[src/poller_pkg.sv]
// constants shared by the thermal single-wire poller
// assumes a 200 MHz pclk and an APB master with 32-bit data
package poller_pkg;
  localparam int CLK_HZ = 200_000_000;
  // link bit rates per speed code, bits per second
  localparam int RATE_0_BPS = 2_000;
  localparam int RATE_1_BPS = 20_000;
  localparam int RATE_2_BPS = 200_000;
  localparam int RATE_3_BPS = 2_000_000;
  // four quarter slots per bit; a longest time rounds down
  localparam int QTR_0_CYC = CLK_HZ / (RATE_0_BPS * 4);
  localparam int QTR_1_CYC = CLK_HZ / (RATE_1_BPS * 4);
  localparam int QTR_2_CYC = CLK_HZ / (RATE_2_BPS * 4);
  localparam int QTR_3_CYC = CLK_HZ / (RATE_3_BPS * 4);
  localparam int QW = 17;
  localparam logic [2:0] GAP_BITS = 3'h2;
  localparam logic [1:0] FAIL_LIMIT = 2'h3;
  // register indexes; byte address is four times the index
  localparam logic [7:0] IDX_SRC_SEL = 8'h49;
  localparam logic [7:0] IDX_RD1_HI = 8'h50;
  localparam logic [7:0] IDX_RD1_LO = 8'h51;
  localparam logic [7:0] IDX_RD2_HI = 8'h52;
  localparam logic [7:0] IDX_RD2_LO = 8'h53;
  localparam logic [7:0] IDX_EN_DSEL = 8'hE0;
  localparam logic [7:0] IDX_BASE1 = 8'hE1;
  localparam logic [7:0] IDX_BASE4 = 8'hE4;
  localparam logic [7:0] IDX_DCNT = 8'hE5;
  localparam logic [7:0] IDX_SPEED = 8'hE8;
  localparam logic [7:0] IDX_STATUS = 8'hF0;
  localparam logic [7:0] IDX_MASK = 8'hF1;
  localparam logic [7:0] IDX_RAW_LO = 8'hFE;
  localparam logic [7:0] IDX_RAW_HI = 8'hFF;
  // field positions
  localparam int F_BRIDGE = 0;
  localparam int F_MAXDOM = 1;
  localparam int F_HI4 = 4;
  localparam int F_SRC2 = 4;
  localparam logic [2:0] SRC_AGENT1 = 3'h4;
  // frame contents
  localparam logic [7:0] AGENT_ADDR0 = 8'h30;
  localparam logic [7:0] CMD_PROBE = 8'h00;
  localparam logic [7:0] CMD_READ_TEMP = 8'h01;
  localparam logic [7:0] CRC_INIT = 8'h00;
  localparam logic [7:0] CRC_POLY = 8'h07;
  localparam logic [2:0] BYTE_FCS_TX = 3'h3;
  localparam logic [2:0] BYTE_D0 = 3'h4;
  localparam logic [2:0] BYTE_D1 = 3'h5;
  localparam logic [2:0] BYTE_FCS_RX = 3'h6;
  localparam int STAT_W = 5;

  typedef enum logic [2:0] {
    ST_IDLE = 3'b000,
    ST_GAP = 3'b001,
    ST_TX = 3'b010,
    ST_RX = 3'b011,
    ST_DONE = 3'b100
  } link_state_t;

  typedef enum logic [1:0] {
    STEP_PROBE = 2'b00,
    STEP_DOM0 = 2'b01,
    STEP_DOM1 = 2'b10
  } poll_step_t;

  typedef enum logic [1:0] {
    OWN_NONE = 2'b00,
    OWN_SEC = 2'b01,
    OWN_LINK = 2'b10
  } bridge_own_t;
endpackage

[src/thermal_one_wire_poller.sv]
// thermal single-wire poller: APB registers, frame engine, bridge
// assumes synchronous pin inputs and an external pull-down on both wires
//
// Chosen here: the APB interface to the registers.
`timescale 1ns/1ps

// Contract
// - one self-clocked wire, rates from 2 kbps to 2 Mbps
// - domain-count bit set polls domains 0 and 1, else only 0
// - domain-select bit picks domain 1 or domain 0 for reading
// - E5 bit 1 set reports the higher of the two domains
// - agent enables in E0h 7..4 clear at reset; disabled agents untouched
// - enabled agents get probe and read-temperature commands repeatedly
// - raw relative reading readable at FEh and FFh
// - reported temperature is base plus signed relative reading
// - 49h bits 2..0 and 6..4 choose sources of both readings
// - two reading registers, each a high and low index pair
// - E5h bit 0 bridges secondary pin to the client wire
// - per-agent warning flag in E8h bits 7..4
// - reading holds integer degrees high, half degree at low bit 7; here the low byte always reads 0
module thermal_one_wire_poller
  import poller_pkg::*;
#(
  parameter int QTR_SLOW_CYC = QTR_0_CYC
) (
  input wire logic pclk,
  input wire logic presetn,
  input wire logic psel,
  input wire logic penable,
  input wire logic pwrite,
  input wire logic [11:0] paddr,
  input wire logic [31:0] pwdata,
  output logic [31:0] prdata,
  output logic pready,
  output logic pslverr,
  input wire logic link_in,
  output logic link_out,
  output logic link_oe,
  input wire logic secondary_link_pin_in,
  output logic secondary_link_pin_out,
  output logic secondary_link_pin_oe,
  output logic [8:0] first_temp_reading,
  output logic [8:0] second_temp_reading,
  output logic irq
);

  function automatic logic [7:0] crc8(input logic [7:0] crc, input logic [7:0] d);
    logic [7:0] c;
    c = crc ^ d;
    for (int i = 0; i < 8; i++) begin
      c = c[7] ? ((c << 1) ^ CRC_POLY) : (c << 1);
    end
    return c;
  endfunction

  function automatic logic signed [7:0] smax(input logic [7:0] a, input logic [7:0] b);
    return ($signed(a) > $signed(b)) ? a : b;
  endfunction

  logic [7:0] src_sel_reg, en_dsel_reg, dcnt_reg, rd1_reg, rd2_reg;
  logic [7:0] crc_reg, rx_shift_reg, d0_reg;
  logic [7:0] base_reg [4], dom0_reg [4], dom1_reg [4];
  logic [1:0] speed_reg, ag_reg, phase_reg;
  logic [1:0] fail_reg [4];
  logic [2:0] bit_reg, byte_reg;
  logic [15:0] raw_reg;
  logic [3:0] warn_reg;
  logic [STAT_W-1:0] status_reg, mask_reg;
  logic [31:0] prdata_reg;
  logic [QW-1:0] q_cnt_reg;
  logic pslverr_reg, frame_ok_reg, drive_reg, level_reg;
  link_state_t state_reg;
  poll_step_t step_reg;
  bridge_own_t own_reg;

  // apb slave, zero wait states
  logic [7:0] idx;
  logic wr_en, rd_access, setup, mapped;
  logic [31:0] rd_val;

  assign idx = paddr[9:2];
  assign setup = psel & ~penable;
  assign wr_en = psel & penable & pwrite & mapped;
  assign rd_access = psel & penable & ~pwrite;
  assign pready = 1'b1;
  assign prdata = prdata_reg;
  assign pslverr = pslverr_reg;

  always_comb begin
    mapped = 1'b1;
    rd_val = 32'h0000_0000;
    unique case (idx)
      IDX_SRC_SEL: rd_val[7:0] = src_sel_reg;
      IDX_RD1_HI: rd_val[7:0] = rd1_reg;
      IDX_RD1_LO: rd_val[7:0] = 8'h00;
      IDX_RD2_HI: rd_val[7:0] = rd2_reg;
      IDX_RD2_LO: rd_val[7:0] = 8'h00;
      IDX_EN_DSEL: rd_val[7:0] = en_dsel_reg;
      IDX_DCNT: rd_val[7:0] = dcnt_reg;
      IDX_SPEED: rd_val[7:0] = {warn_reg, 2'b00, speed_reg};
      IDX_STATUS: rd_val[STAT_W-1:0] = status_reg;
      IDX_MASK: rd_val[STAT_W-1:0] = mask_reg;
      IDX_RAW_LO: rd_val[7:0] = raw_reg[7:0];
      IDX_RAW_HI: rd_val[7:0] = raw_reg[15:8];
      default: begin
        if (idx >= IDX_BASE1 && idx <= IDX_BASE4) begin
          rd_val[7:0] = base_reg[2'(idx - IDX_BASE1)];
        end else begin
          mapped = 1'b0;
        end
      end
    endcase
  end

  // answer is prepared in the setup cycle so it comes from flops
  always_ff @(posedge pclk or negedge presetn) begin
    if (!presetn) begin
      prdata_reg <= 32'h0000_0000;
      pslverr_reg <= 1'b0;
    end else if (setup) begin
      prdata_reg <= pwrite ? 32'h0000_0000 : rd_val;
      pslverr_reg <= ~mapped;
    end
  end

  always_ff @(posedge pclk or negedge presetn) begin
    if (!presetn) begin
      src_sel_reg <= 8'h00;
      en_dsel_reg <= 8'h00;
      dcnt_reg <= 8'h00;
      speed_reg <= 2'b00;
      mask_reg <= '0;
      for (int i = 0; i < 4; i++) begin
        base_reg[i] <= 8'h00;
      end
    end else if (wr_en) begin
      unique case (idx)
        IDX_SRC_SEL: src_sel_reg <= pwdata[7:0];
        IDX_EN_DSEL: en_dsel_reg <= pwdata[7:0];
        IDX_DCNT: dcnt_reg <= pwdata[7:0];
        IDX_SPEED: speed_reg <= pwdata[1:0];
        IDX_MASK: mask_reg <= pwdata[STAT_W-1:0];
        default: begin
          if (idx >= IDX_BASE1 && idx <= IDX_BASE4) begin
            base_reg[2'(idx - IDX_BASE1)] <= pwdata[7:0];
          end
        end
      endcase
    end
  end

  // quarter-slot divider
  logic [QW-1:0] q_len;
  logic q_tick;

  always_comb begin
    unique case (speed_reg)
      2'b00: q_len = QW'(QTR_SLOW_CYC);
      2'b01: q_len = QW'(QTR_1_CYC);
      2'b10: q_len = QW'(QTR_2_CYC);
      2'b11: q_len = QW'(QTR_3_CYC);
    endcase
  end

  assign q_tick = (state_reg != ST_IDLE) && (q_cnt_reg >= q_len - QW'(1));

  always_ff @(posedge pclk or negedge presetn) begin
    if (!presetn) begin
      q_cnt_reg <= '0;
    end else if (state_reg == ST_IDLE || q_tick) begin
      q_cnt_reg <= '0;
    end else begin
      q_cnt_reg <= q_cnt_reg + QW'(1);
    end
  end

  // frame engine
  logic [3:0] enables;
  logic bridge_on, bit_end, byte_end, tx_bit;
  logic [7:0] tx_val;

  assign enables = en_dsel_reg[F_HI4 +: 4];
  assign bridge_on = dcnt_reg[F_BRIDGE] && state_reg == ST_IDLE;
  assign bit_end = q_tick && phase_reg == 2'b11;
  assign byte_end = bit_end && bit_reg == 3'h7;

  always_comb begin
    unique case (byte_reg)
      3'h0: tx_val = AGENT_ADDR0 + {6'h00, ag_reg};
      3'h1: tx_val = (step_reg == STEP_PROBE) ? CMD_PROBE : CMD_READ_TEMP;
      3'h2: tx_val = {7'h00, step_reg == STEP_DOM1};
      default: tx_val = crc_reg;
    endcase
  end

  assign tx_bit = tx_val[3'h7 - bit_reg];

  always_ff @(posedge pclk or negedge presetn) begin
    if (!presetn) begin
      state_reg <= ST_IDLE;
      phase_reg <= 2'b00;
      bit_reg <= 3'h0;
      byte_reg <= 3'h0;
      crc_reg <= CRC_INIT;
      rx_shift_reg <= 8'h00;
      d0_reg <= 8'h00;
      frame_ok_reg <= 1'b0;
    end else begin
      unique case (state_reg)
        ST_IDLE: begin
          phase_reg <= 2'b00;
          bit_reg <= 3'h0;
          byte_reg <= 3'h0;
          crc_reg <= CRC_INIT;
          // a disabled agent is skipped by the scheduler
          if (!dcnt_reg[F_BRIDGE] && enables[ag_reg]) begin
            state_reg <= ST_GAP;
          end
        end
        ST_GAP: begin
          if (q_tick) begin
            phase_reg <= phase_reg + 2'b01;
          end
          if (bit_end) begin
            bit_reg <= bit_reg + 3'h1;
            if (bit_reg == GAP_BITS - 3'h1) begin
              bit_reg <= 3'h0;
              state_reg <= ST_TX;
            end
          end
        end
        ST_TX: begin
          if (q_tick) begin
            phase_reg <= phase_reg + 2'b01;
          end
          if (bit_end) begin
            bit_reg <= bit_reg + 3'h1;
          end
          if (byte_end) begin
            byte_reg <= byte_reg + 3'h1;
            if (byte_reg == BYTE_FCS_TX) begin
              crc_reg <= CRC_INIT;
              state_reg <= ST_RX;
            end else begin
              crc_reg <= crc8(crc_reg, tx_val);
            end
          end
        end
        ST_RX: begin
          if (q_tick) begin
            phase_reg <= phase_reg + 2'b01;
          end
          // sample in the middle of the bit, after the client had time to extend
          if (q_tick && phase_reg == 2'b01) begin
            rx_shift_reg <= {rx_shift_reg[6:0], link_in};
          end
          if (bit_end) begin
            bit_reg <= bit_reg + 3'h1;
          end
          if (byte_end) begin
            byte_reg <= byte_reg + 3'h1;
            if (byte_reg == BYTE_D0) begin
              d0_reg <= rx_shift_reg;
            end
            if (byte_reg == BYTE_FCS_RX) begin
              frame_ok_reg <= rx_shift_reg == crc_reg;
              state_reg <= ST_DONE;
            end else begin
              crc_reg <= crc8(crc_reg, rx_shift_reg);
            end
          end
        end
        ST_DONE: begin
          state_reg <= ST_IDLE;
        end
        default: begin
          state_reg <= ST_IDLE;
        end
      endcase
    end
  end

  // by DONE rx_shift_reg has moved on to the check byte
  logic [7:0] d1_keep_reg;

  always_ff @(posedge pclk or negedge presetn) begin
    if (!presetn) begin
      d1_keep_reg <= 8'h00;
    end else if (state_reg == ST_RX && byte_end && byte_reg == BYTE_D1) begin
      d1_keep_reg <= rx_shift_reg;
    end
  end

  // poll scheduler and results
  logic done;
  logic [7:0] new_temp;

  assign done = state_reg == ST_DONE;
  assign new_temp = base_reg[ag_reg] + {d1_keep_reg[5:0], d0_reg[7:6]};

  always_ff @(posedge pclk or negedge presetn) begin
    if (!presetn) begin
      ag_reg <= 2'b00;
      step_reg <= STEP_PROBE;
    end else if (state_reg == ST_IDLE && !dcnt_reg[F_BRIDGE] && !enables[ag_reg]) begin
      ag_reg <= ag_reg + 2'b01;
      step_reg <= STEP_PROBE;
    end else if (done) begin
      unique case (step_reg)
        STEP_PROBE: begin
          step_reg <= frame_ok_reg ? STEP_DOM0 : STEP_PROBE;
          ag_reg <= frame_ok_reg ? ag_reg : ag_reg + 2'b01;
        end
        STEP_DOM0: begin
          if (frame_ok_reg && dcnt_reg[F_HI4 + ag_reg]) begin
            step_reg <= STEP_DOM1;
          end else begin
            step_reg <= STEP_PROBE;
            ag_reg <= ag_reg + 2'b01;
          end
        end
        default: begin
          step_reg <= STEP_PROBE;
          ag_reg <= ag_reg + 2'b01;
        end
      endcase
    end
  end

  always_ff @(posedge pclk or negedge presetn) begin
    if (!presetn) begin
      raw_reg <= 16'h0000;
      for (int i = 0; i < 4; i++) begin
        dom0_reg[i] <= 8'h00;
        dom1_reg[i] <= 8'h00;
      end
    end else if (done && frame_ok_reg && step_reg != STEP_PROBE) begin
      raw_reg <= {d1_keep_reg, d0_reg};
      if (step_reg == STEP_DOM1) begin
        dom1_reg[ag_reg] <= new_temp;
      end else begin
        dom0_reg[ag_reg] <= new_temp;
      end
    end
  end

  // three failed frames in a row raise the flag; any good frame drops it
  always_ff @(posedge pclk or negedge presetn) begin
    if (!presetn) begin
      warn_reg <= 4'h0;
      for (int i = 0; i < 4; i++) begin
        fail_reg[i] <= 2'b00;
      end
    end else if (done) begin
      if (frame_ok_reg) begin
        fail_reg[ag_reg] <= 2'b00;
        warn_reg[ag_reg] <= 1'b0;
      end else if (fail_reg[ag_reg] != FAIL_LIMIT) begin
        fail_reg[ag_reg] <= fail_reg[ag_reg] + 2'b01;
        if (fail_reg[ag_reg] == FAIL_LIMIT - 2'b01) begin
          warn_reg[ag_reg] <= 1'b1;
        end
      end
    end
  end

  // reading registers
  function automatic logic [7:0] agent_temp(input logic [1:0] a);
    if (dcnt_reg[F_MAXDOM]) begin
      return smax(dom0_reg[a], dom1_reg[a]);
    end
    return en_dsel_reg[a] ? dom1_reg[a] : dom0_reg[a];
  endfunction

  // codes 0..3 are sensors outside this block and read zero
  function automatic logic [7:0] src_temp(input logic [2:0] code);
    return (code >= SRC_AGENT1) ? agent_temp(2'(code - SRC_AGENT1)) : 8'h00;
  endfunction

  always_ff @(posedge pclk or negedge presetn) begin
    if (!presetn) begin
      rd1_reg <= 8'h00;
      rd2_reg <= 8'h00;
    end else begin
      rd1_reg <= src_temp(src_sel_reg[2:0]);
      rd2_reg <= src_temp(src_sel_reg[F_SRC2 +: 3]);
    end
  end

  assign first_temp_reading = {rd1_reg, 1'b0};
  assign second_temp_reading = {rd2_reg, 1'b0};

  // interrupts, read clears, a new event wins
  logic [3:0] warn_prev_reg;
  logic [STAT_W-1:0] events;
  logic stat_read;

  assign events = {done && frame_ok_reg && step_reg != STEP_PROBE, warn_reg & ~warn_prev_reg};
  assign stat_read = rd_access && idx == IDX_STATUS;

  always_ff @(posedge pclk or negedge presetn) begin
    if (!presetn) begin
      warn_prev_reg <= 4'h0;
      status_reg <= '0;
    end else begin
      warn_prev_reg <= warn_reg;
      status_reg <= (stat_read ? '0 : status_reg) | events;
    end
  end

  assign irq = |(status_reg & mask_reg);

  // pin drive and bridge
  logic drive_next, level_next;

  always_comb begin
    drive_next = 1'b0;
    level_next = 1'b0;
    unique case (state_reg)
      ST_TX: begin
        drive_next = 1'b1;
        level_next = phase_reg == 2'b00 || (tx_bit && phase_reg != 2'b11);
      end
      ST_RX: begin
        drive_next = phase_reg == 2'b00;
        level_next = 1'b1;
      end
      default: begin
        drive_next = own_reg == OWN_SEC;
        level_next = own_reg == OWN_SEC;
      end
    endcase
  end

  // our own drive echoes on link_in for a cycle; it must not claim the link side
  always_ff @(posedge pclk or negedge presetn) begin
    if (!presetn) begin
      own_reg <= OWN_NONE;
    end else if (!bridge_on) begin
      own_reg <= OWN_NONE;
    end else begin
      unique case (own_reg)
        OWN_NONE: begin
          if (secondary_link_pin_in) begin
            own_reg <= OWN_SEC;
          end else if (link_in && !drive_reg) begin
            own_reg <= OWN_LINK;
          end
        end
        OWN_SEC: own_reg <= secondary_link_pin_in ? OWN_SEC : OWN_NONE;
        OWN_LINK: own_reg <= link_in ? OWN_LINK : OWN_NONE;
        default: own_reg <= OWN_NONE;
      endcase
    end
  end

  always_ff @(posedge pclk or negedge presetn) begin
    if (!presetn) begin
      drive_reg <= 1'b0;
      level_reg <= 1'b0;
    end else begin
      drive_reg <= drive_next;
      level_reg <= level_next;
    end
  end

  assign link_oe = drive_reg;
  assign link_out = level_reg;
  assign secondary_link_pin_oe = own_reg == OWN_LINK;
  assign secondary_link_pin_out = own_reg == OWN_LINK;

endmodule // thermal_one_wire_poller

[config.mk]
export PLATFORM = sky130hd
export DESIGN_NAME = thermal_one_wire_poller
export DESIGN_NICKNAME = d
export VERILOG_FILES = /design/src/poller_pkg.sv /design/src/thermal_one_wire_poller.sv
export SDC_FILE = /design/constraint.sdc
export NUM_CORES = 1
export LEC_CHECK = 0
export BUFFER_PORTS_ARGS = -buffer_cell sky130_fd_sc_hd__buf_2
export CORE_ASPECT_RATIO = 0.6
export CORE_MARGIN = 1.5
export CORE_UTILIZATION = 35
export DETAILED_ROUTE_END_ITERATION = 8
export HOLD_SLACK_MARGIN = 0.15
export SLEW_MARGIN = 20
export SYNTH_ARGS = -nofsm -noshare
export SYNTH_HDL_FRONTEND = slang
export SYNTH_SLANG_ARGS = --single-unit
[constraint.sdc]
create_clock -name pclk -period 4.25 [get_ports pclk]
set_clock_uncertainty 0.15 [all_clocks]
set_input_delay 0.85 -clock pclk [delete_from_list [all_inputs] [get_ports pclk]]
set_output_delay 0.85 -clock pclk [all_outputs]
set_load 0.1 [all_outputs]
Word-level counts from Yosys, hierarchy flattened. Cells that the tools add are included.

Bits in registers: 282. Input port bits: 51. Output and inout port bits: 57. Logic and storage cells: 360.

Add/sub/neg operators: 14. Order comparisons: 19. Eq/ne operators: 51. Multiplexer cells: 125. Bitwise operators: 41. Reductions and logical operators: 66.

Operators by type and width (count): 2-to-1 mux 8 bit (32); binary-select mux 8 bit (select 2 bit) (6); bitwise mux 32 bit (3); 2-to-1 mux 3 bit (27); case mux 17 bit (4 select lines) (1); == test 8 bit, second input constant (7); case mux 5 bit (11 select lines) (1); inverter 3 bit (16); case mux 8 bit (3 select lines) (2); == test 8 x 7 -> 1 bit, second input constant (5); demux 8 bit (select 2 bit) (2); 2-to-1 mux 2 bit (15); case mux 3 bit (9 select lines) (1); AND reduction 2 bit (11); logical AND 1 bit (20); != test 2 bit, second input constant (10); >= comparator 3 bit, second input constant (6); AND reduction 3 bit (6); adder 17 x 1 -> 17 bit, second input constant (1); >= comparator 17 bit (1); 2-to-1 mux 17 bit (1); subtractor 17 x 1 -> 17 bit, second input constant (1); > comparator 8 bit (2); XOR 8 bit (2); 63 further kinds (137).

Longest topological paths before layout.
Depth in word-level cells: 23. Depth in mapped cells: 13. Gate-level depth less buffers: 11.

Worst setup path before layout. Ideal clock, no wire load.

Kind: flip-flop to flip-flop. From: reg ag_reg[1]. To: reg dom0_reg[15] (netlist name). Setup time: 0.140 ns. Data arrival time: 3.151 ns. Data required time: 3.960 ns. Setup slack: 0.809 ns. Cell stages (with the launch flop): 12. Buffers on the path: 2. Clock period less this slack: 3.441 ns. Cell sequence: dfrtp_1 -> clkbuf_1 -> clkbuf_1 -> mux4_2 -> ha_1 -> a21o_1 -> a21oi_1 -> nor2b_1 -> o21a_1 -> o41ai_1 -> xnor2_1 -> o21ai_0.

Word-level cells in the longest chain between the ends: 6. Elaborated cells between the ends (all ways): 11. Those cells by class: add/sub: 1; order compare: 2; mux: 6; bitwise: 1; reduce/logical: 1.

RTL lines: start, declared (RTL line thermal_one_wire_poller.sv:63) `logic [1:0] speed_reg, ag_reg, phase_reg;`; start signal, assigned (RTL line thermal_one_wire_poller.sv:306) `ag_reg <= ag_reg + 2'b01;`; start signal, assigned (RTL line thermal_one_wire_poller.sv:312) `ag_reg <= frame_ok_reg ? ag_reg : ag_reg + 2'b01;`; start signal, assigned (RTL line thermal_one_wire_poller.sv:319) `ag_reg <= ag_reg + 2'b01;`; inverter 2 -> 3 bit (implied by the code) * (RTL line thermal_one_wire_poller.sv:299, thermal_one_wire_poller.sv:342); binary-select mux 8 bit (select 2 bit), or another cell as far along (RTL line thermal_one_wire_poller.sv:299) `assign new_temp = base_reg[ag_reg] + {d1_keep_reg[5:0], d0_reg[7:6]};`; 2-to-1 mux 8 bit (implied by the code) / logical AND 1 bit (equally long branches) (RTL line thermal_one_wire_poller.sv:299, thermal_one_wire_poller.sv:342); 2-to-1 mux 8 bit (on tied branches) (RTL line thermal_one_wire_poller.sv:299, thermal_one_wire_poller.sv:342); adder 8 bit / demux 8 bit (select 2 bit) (equally long branches) (RTL line thermal_one_wire_poller.sv:299, thermal_one_wire_poller.sv:342); bitwise mux 32 bit * (RTL line thermal_one_wire_poller.sv:342) `dom0_reg[ag_reg] <= new_temp;`; end signal, assigned by index (RTL line thermal_one_wire_poller.sv:342); end, declared (RTL line thermal_one_wire_poller.sv:62) `logic [7:0] base_reg [4], dom0_reg [4], dom1_reg [4];`.

Mark *: on every way between the ends. The rest lies on a longest branch, timed or not. The select of a mux whose other input is x is not followed. A chain may end at the register's enable or synchronous reset.

Final worst setup path.
From: reg speed_reg[1]. To: reg d1_keep_reg[5].

Word-level cells in the longest chain between the ends: 9. Elaborated cells between the ends (all ways): 12. Those cells by class: add/sub: 1; order compare: 1; eq/ne: 3; mux: 1; reduce/logical: 6.

RTL lines: start, declared (RTL line thermal_one_wire_poller.sv:63); start signal, assigned (RTL line thermal_one_wire_poller.sv:141) `IDX_SPEED: speed_reg <= pwdata[1:0];`; == test 2 bit, or another cell as far along (RTL line thermal_one_wire_poller.sv:157) `unique case (speed_reg)`; case mux 17 bit (4 select lines) * (RTL line thermal_one_wire_poller.sv:157); subtractor 17 x 1 -> 17 bit * (RTL line thermal_one_wire_poller.sv:165) `assign q_tick = (state_reg != ST_IDLE) && (q_cnt_reg >= q_len - QW'(1));`; >= comparator 17 bit * (RTL line thermal_one_wire_poller.sv:165); logical AND 1 bit * (RTL line thermal_one_wire_poller.sv:165); logical AND 1 bit * (RTL line thermal_one_wire_poller.sv:184) `assign bit_end = q_tick && phase_reg == 2'b11;`; logical AND 1 bit * (RTL line thermal_one_wire_poller.sv:185) `assign byte_end = bit_end && bit_reg == 3'h7;`; logical AND 1 bit * (2 in series) (RTL line thermal_one_wire_poller.sv:289) `end else if (state_reg == ST_RX && byte_end && byte_reg == BYTE_D1) begin`; end signal, assigned (RTL line thermal_one_wire_poller.sv:290) `d1_keep_reg <= rx_shift_reg;`; end, declared (RTL line thermal_one_wire_poller.sv:284) `logic [7:0] d1_keep_reg;`.

Marked as above.

==> metrics.cfg <==
[outcome]
outcome = finished clean

[grt]
antenna_found_initial = 2
gr-total-overflow = 0
gr-usage-all-layers_pct = 18.45
grt_pass1_vias = 9935
grt_pass1_wl_mm = 60.55
grt_max_degree = 106

[placement]
dp.final_hpwl_mm = 29.50
place_ws_ns = 0.3144
gp_congestion = 0.8737
port-buffer-count = 52

[die]
die_width_um = 265.9
coreArea_um2 = 40650
die_y_um = 160.7
start_util_pct = 35.69
die-area_um2 = 42720
boundaryPins = 108
core.rowCount = 57

[power]
switching_share_pct = 27.95
power_mw = 5.795
ir_drop_v = 0.0002604
switching_power_mw = 1.620
p_per_area_nw_per_um2 = 358.0
internal_power_mw = 4.175
p_clk_share_pct = 42.0
combPwrFrac_pct = 13.2
p_seq_share_pct = 44.8
leakagePower_nw = 7.372

[setup_path]
critPathMaxFanout = 13
critPathCaptureType = flip-flop
rr_worst_depth = 11
r2r_slack_ns = 0.33
crit_required_ns = 4.53
r2r_start = speed_reg[1]
startpoint_type = flip-flop
r2r-end = d1_keep_reg[5]
crit_arrival_ns = 4.20
setup.worst_path.class = flip-flop to flip-flop

[yosys]
synthArstFlopShare_pct = 100.0
synth_area_um2 = 14510
synth_cells = 1259
seq_area_frac_synth_pct = 44.50
yosysWarnings = 0
synth_edf_count = 0
ys_seq_elements = 258
synth-main-ff-cell = dfrtp_1
synth_cell_types = 71
syn_area_per_cell_um2 = 11.52

[detailed_routing]
wirelength_mm = 39.25
dr.pass1.iters = 5
drc = 0
final_antenna_net_count = 0
via_per_inst = 5.528
post_drt_wl_per_cell_um = 21.17
num_vias = 10250
dr.first_iter.drc_count = 917

[clocking]
path_clk_slew_ns = 0.06
numCtsBuffers = 27
cts_resized = 0
worstSkewPairLatency_ns = 0.55
cts_setup_buffers = 0
h-tree-depth = 1
cts_tree = done
cts_root_buf = clkbuf_16
ctsLongestPathBuffers = 3
holdBufCountCts = 0
cts_num_sinks = 258

[timing]
hold_ws_ns = 0.1935
setup_viol = 0
rsz0062_at_grt = no
final.min_clock_period_ns = 3.922
min_period_over_period_pct = 92.28
final.setup.worst_slack_ns = 0.3280
fin_tns_setup_ns = 0
slew_headroom_pct = 29.82
fmax_mhz = 255.0
hold_viol = 0
tightest_slew_ns = 1.053
slew_violations = 0

[cells_and_area]
area_growth_pct = 11.55
num-nets-final = 1425
drive_above_1_share_pct = 25.04
fillers = 3918

[worst_hold_path]
min_path_type = primary input to asynchronous set/reset pin

[flow_run]
cap_violations = 0

[critical path: stages (launching register included)]
cell      delay [ns]
dfrtp_1         0.48
inv_1           0.17
ha_1            0.24
or4_4           0.55
ha_1            0.35
nand3_1         0.13
nor4b_4         0.25
o311ai_2        0.12
o211a_4         0.23
nor2_2          0.22
and3_1          0.56
mux2_4          0.35
[power groups by stage]
| stage | combinational [mW] | sequential [mW] | clock, mW |
|---|---|---|---|
| 3_5_place_dp | 0.761 | 2.64 | 0 |
| 3_3_place_gp | 0.752 | 2.64 | 0 |
| 5_1_grt | 0.827 | 2.61 | 2.58 |
| 6_report | 0.764 | 2.60 | 2.43 |
| 4_1_cts | 0.763 | 2.60 | 2.49 |
| 2_1_floorplan | 0.575 | 2.59 | 0 |
[metal layers]
layer  up-vias  track usage (%)  wire length, um
met4         2            3.590              717
met5         -                0               12
li1       4612                -                -
met1      5226            29.74            19860
met3        42            6.133             4010
met2       367            23.24            14660
[cell type report]
cell class / instances / area, um^2 / area share, %
Timing Repair Buffer: 75 / 467.9 / 2.891
Inverter: 52 / 195.2 / 1.206
Clock buffer: 35 / 755.7 / 4.669
Multi-Input combinational cell: 892 / 7508 / 46.39
Sequential cell: 258 / 6456 / 39.89
Antenna cell: 1 / 2.502 / 0.01546
Tap cell: 531 / 664.4 / 4.105
Clock inverter: 10 / 133.9 / 0.8272
[placed cells by master, fill, tap and decap left out, types with 6 or more instances in the layout]
cell	n
nand4_1	8
buf_2	51
dfrtp_1	258
mux2_2	116
nor2b_1	24
xor2_1	22
o21ai_0	63
a22o_1	10
a21oi_1	48
a222oi_1	9
and2_1	6
o22ai_1	16
and3_1	17
nor3_1	19
xnor2_1	29
nand2_1	119
nor2_1	64
mux2i_1	22
ha_1	67
mux4_2	55
conb_1	28
clkbuf_16	27
inv_1	52
nand3_1	22
buf_4	21
a22oi_1	18
mux2_4	24
[cells in the mapped netlist, types with 24 or more instances]
cell type    n  area share [%]
a21oi_1     48             1.7
buf_4       29             1.5
clkbuf_1    40             1.0
dfrtp_1    258              44
ha_1        67             5.8
inv_1       52             1.3
mux2_2     116             9.0
mux2_4      24             2.5
mux4_2      55             8.5
nand2_1    119             3.1
nor2_1      64             1.7
nor2b_1     24             1.0
o21ai_0     63             2.2
xnor2_1     29             1.8
[logic make-up (layout without fill, tap and decap cells)]
| logic type | Yosys count | after routing | synth area share (%) |
|---|---|---|---|
| adders and majority gates | 68 | 68 | 5.916 |
| other | 2 | 29 | 0.05176 |
| and+or+nand+nor | 312 | 312 | 10.55 |
| DFF | 258 | 258 | 44.50 |
| buffers and inverters | 135 | 172 | 4.467 |
| muxes | 219 | 219 | 21.70 |
| xor gates and xnor gates | 52 | 52 | 3.234 |
| AOI/OAI and AO/OA | 213 | 213 | 9.590 |
[worst max-delay path by stage]
| stage | startpoint | to | slack [ns] | depth (start not counted) |
|---|---|---|---|---|
| 6_report | speed_reg[1] | d1_keep_reg[5] | 0.33 | 11 |
| 4_1_cts | speed_reg[1] | d1_keep_reg[5] | 0.31 | 11 |
| 2_1_floorplan | ag_reg[1] | dom0_reg[15] | 0.81 | 11 |
| 3_5_place_dp | speed_reg[1] | d1_keep_reg[5] | 0.31 | 11 |
| 3_3_place_gp | speed_reg[1] | d1_keep_reg[3] | 0.43 | 11 |
| 5_1_grt | speed_reg[1] | d1_keep_reg[2] | 0.10 | 11 |
[per-stage QoR]
step           utilization [%]  instances  instance area, um^2
2_1_floorplan                -       1285                14610
3_3_place_gp             37.62       1808                15290
3_5_place_dp             37.62       1808                15290
4_1_cts                  39.81       1853                16180
5_1_grt                  39.81       1853                16180
6_report                 39.81       1854                16180
(Power assumes the default switching activity.)
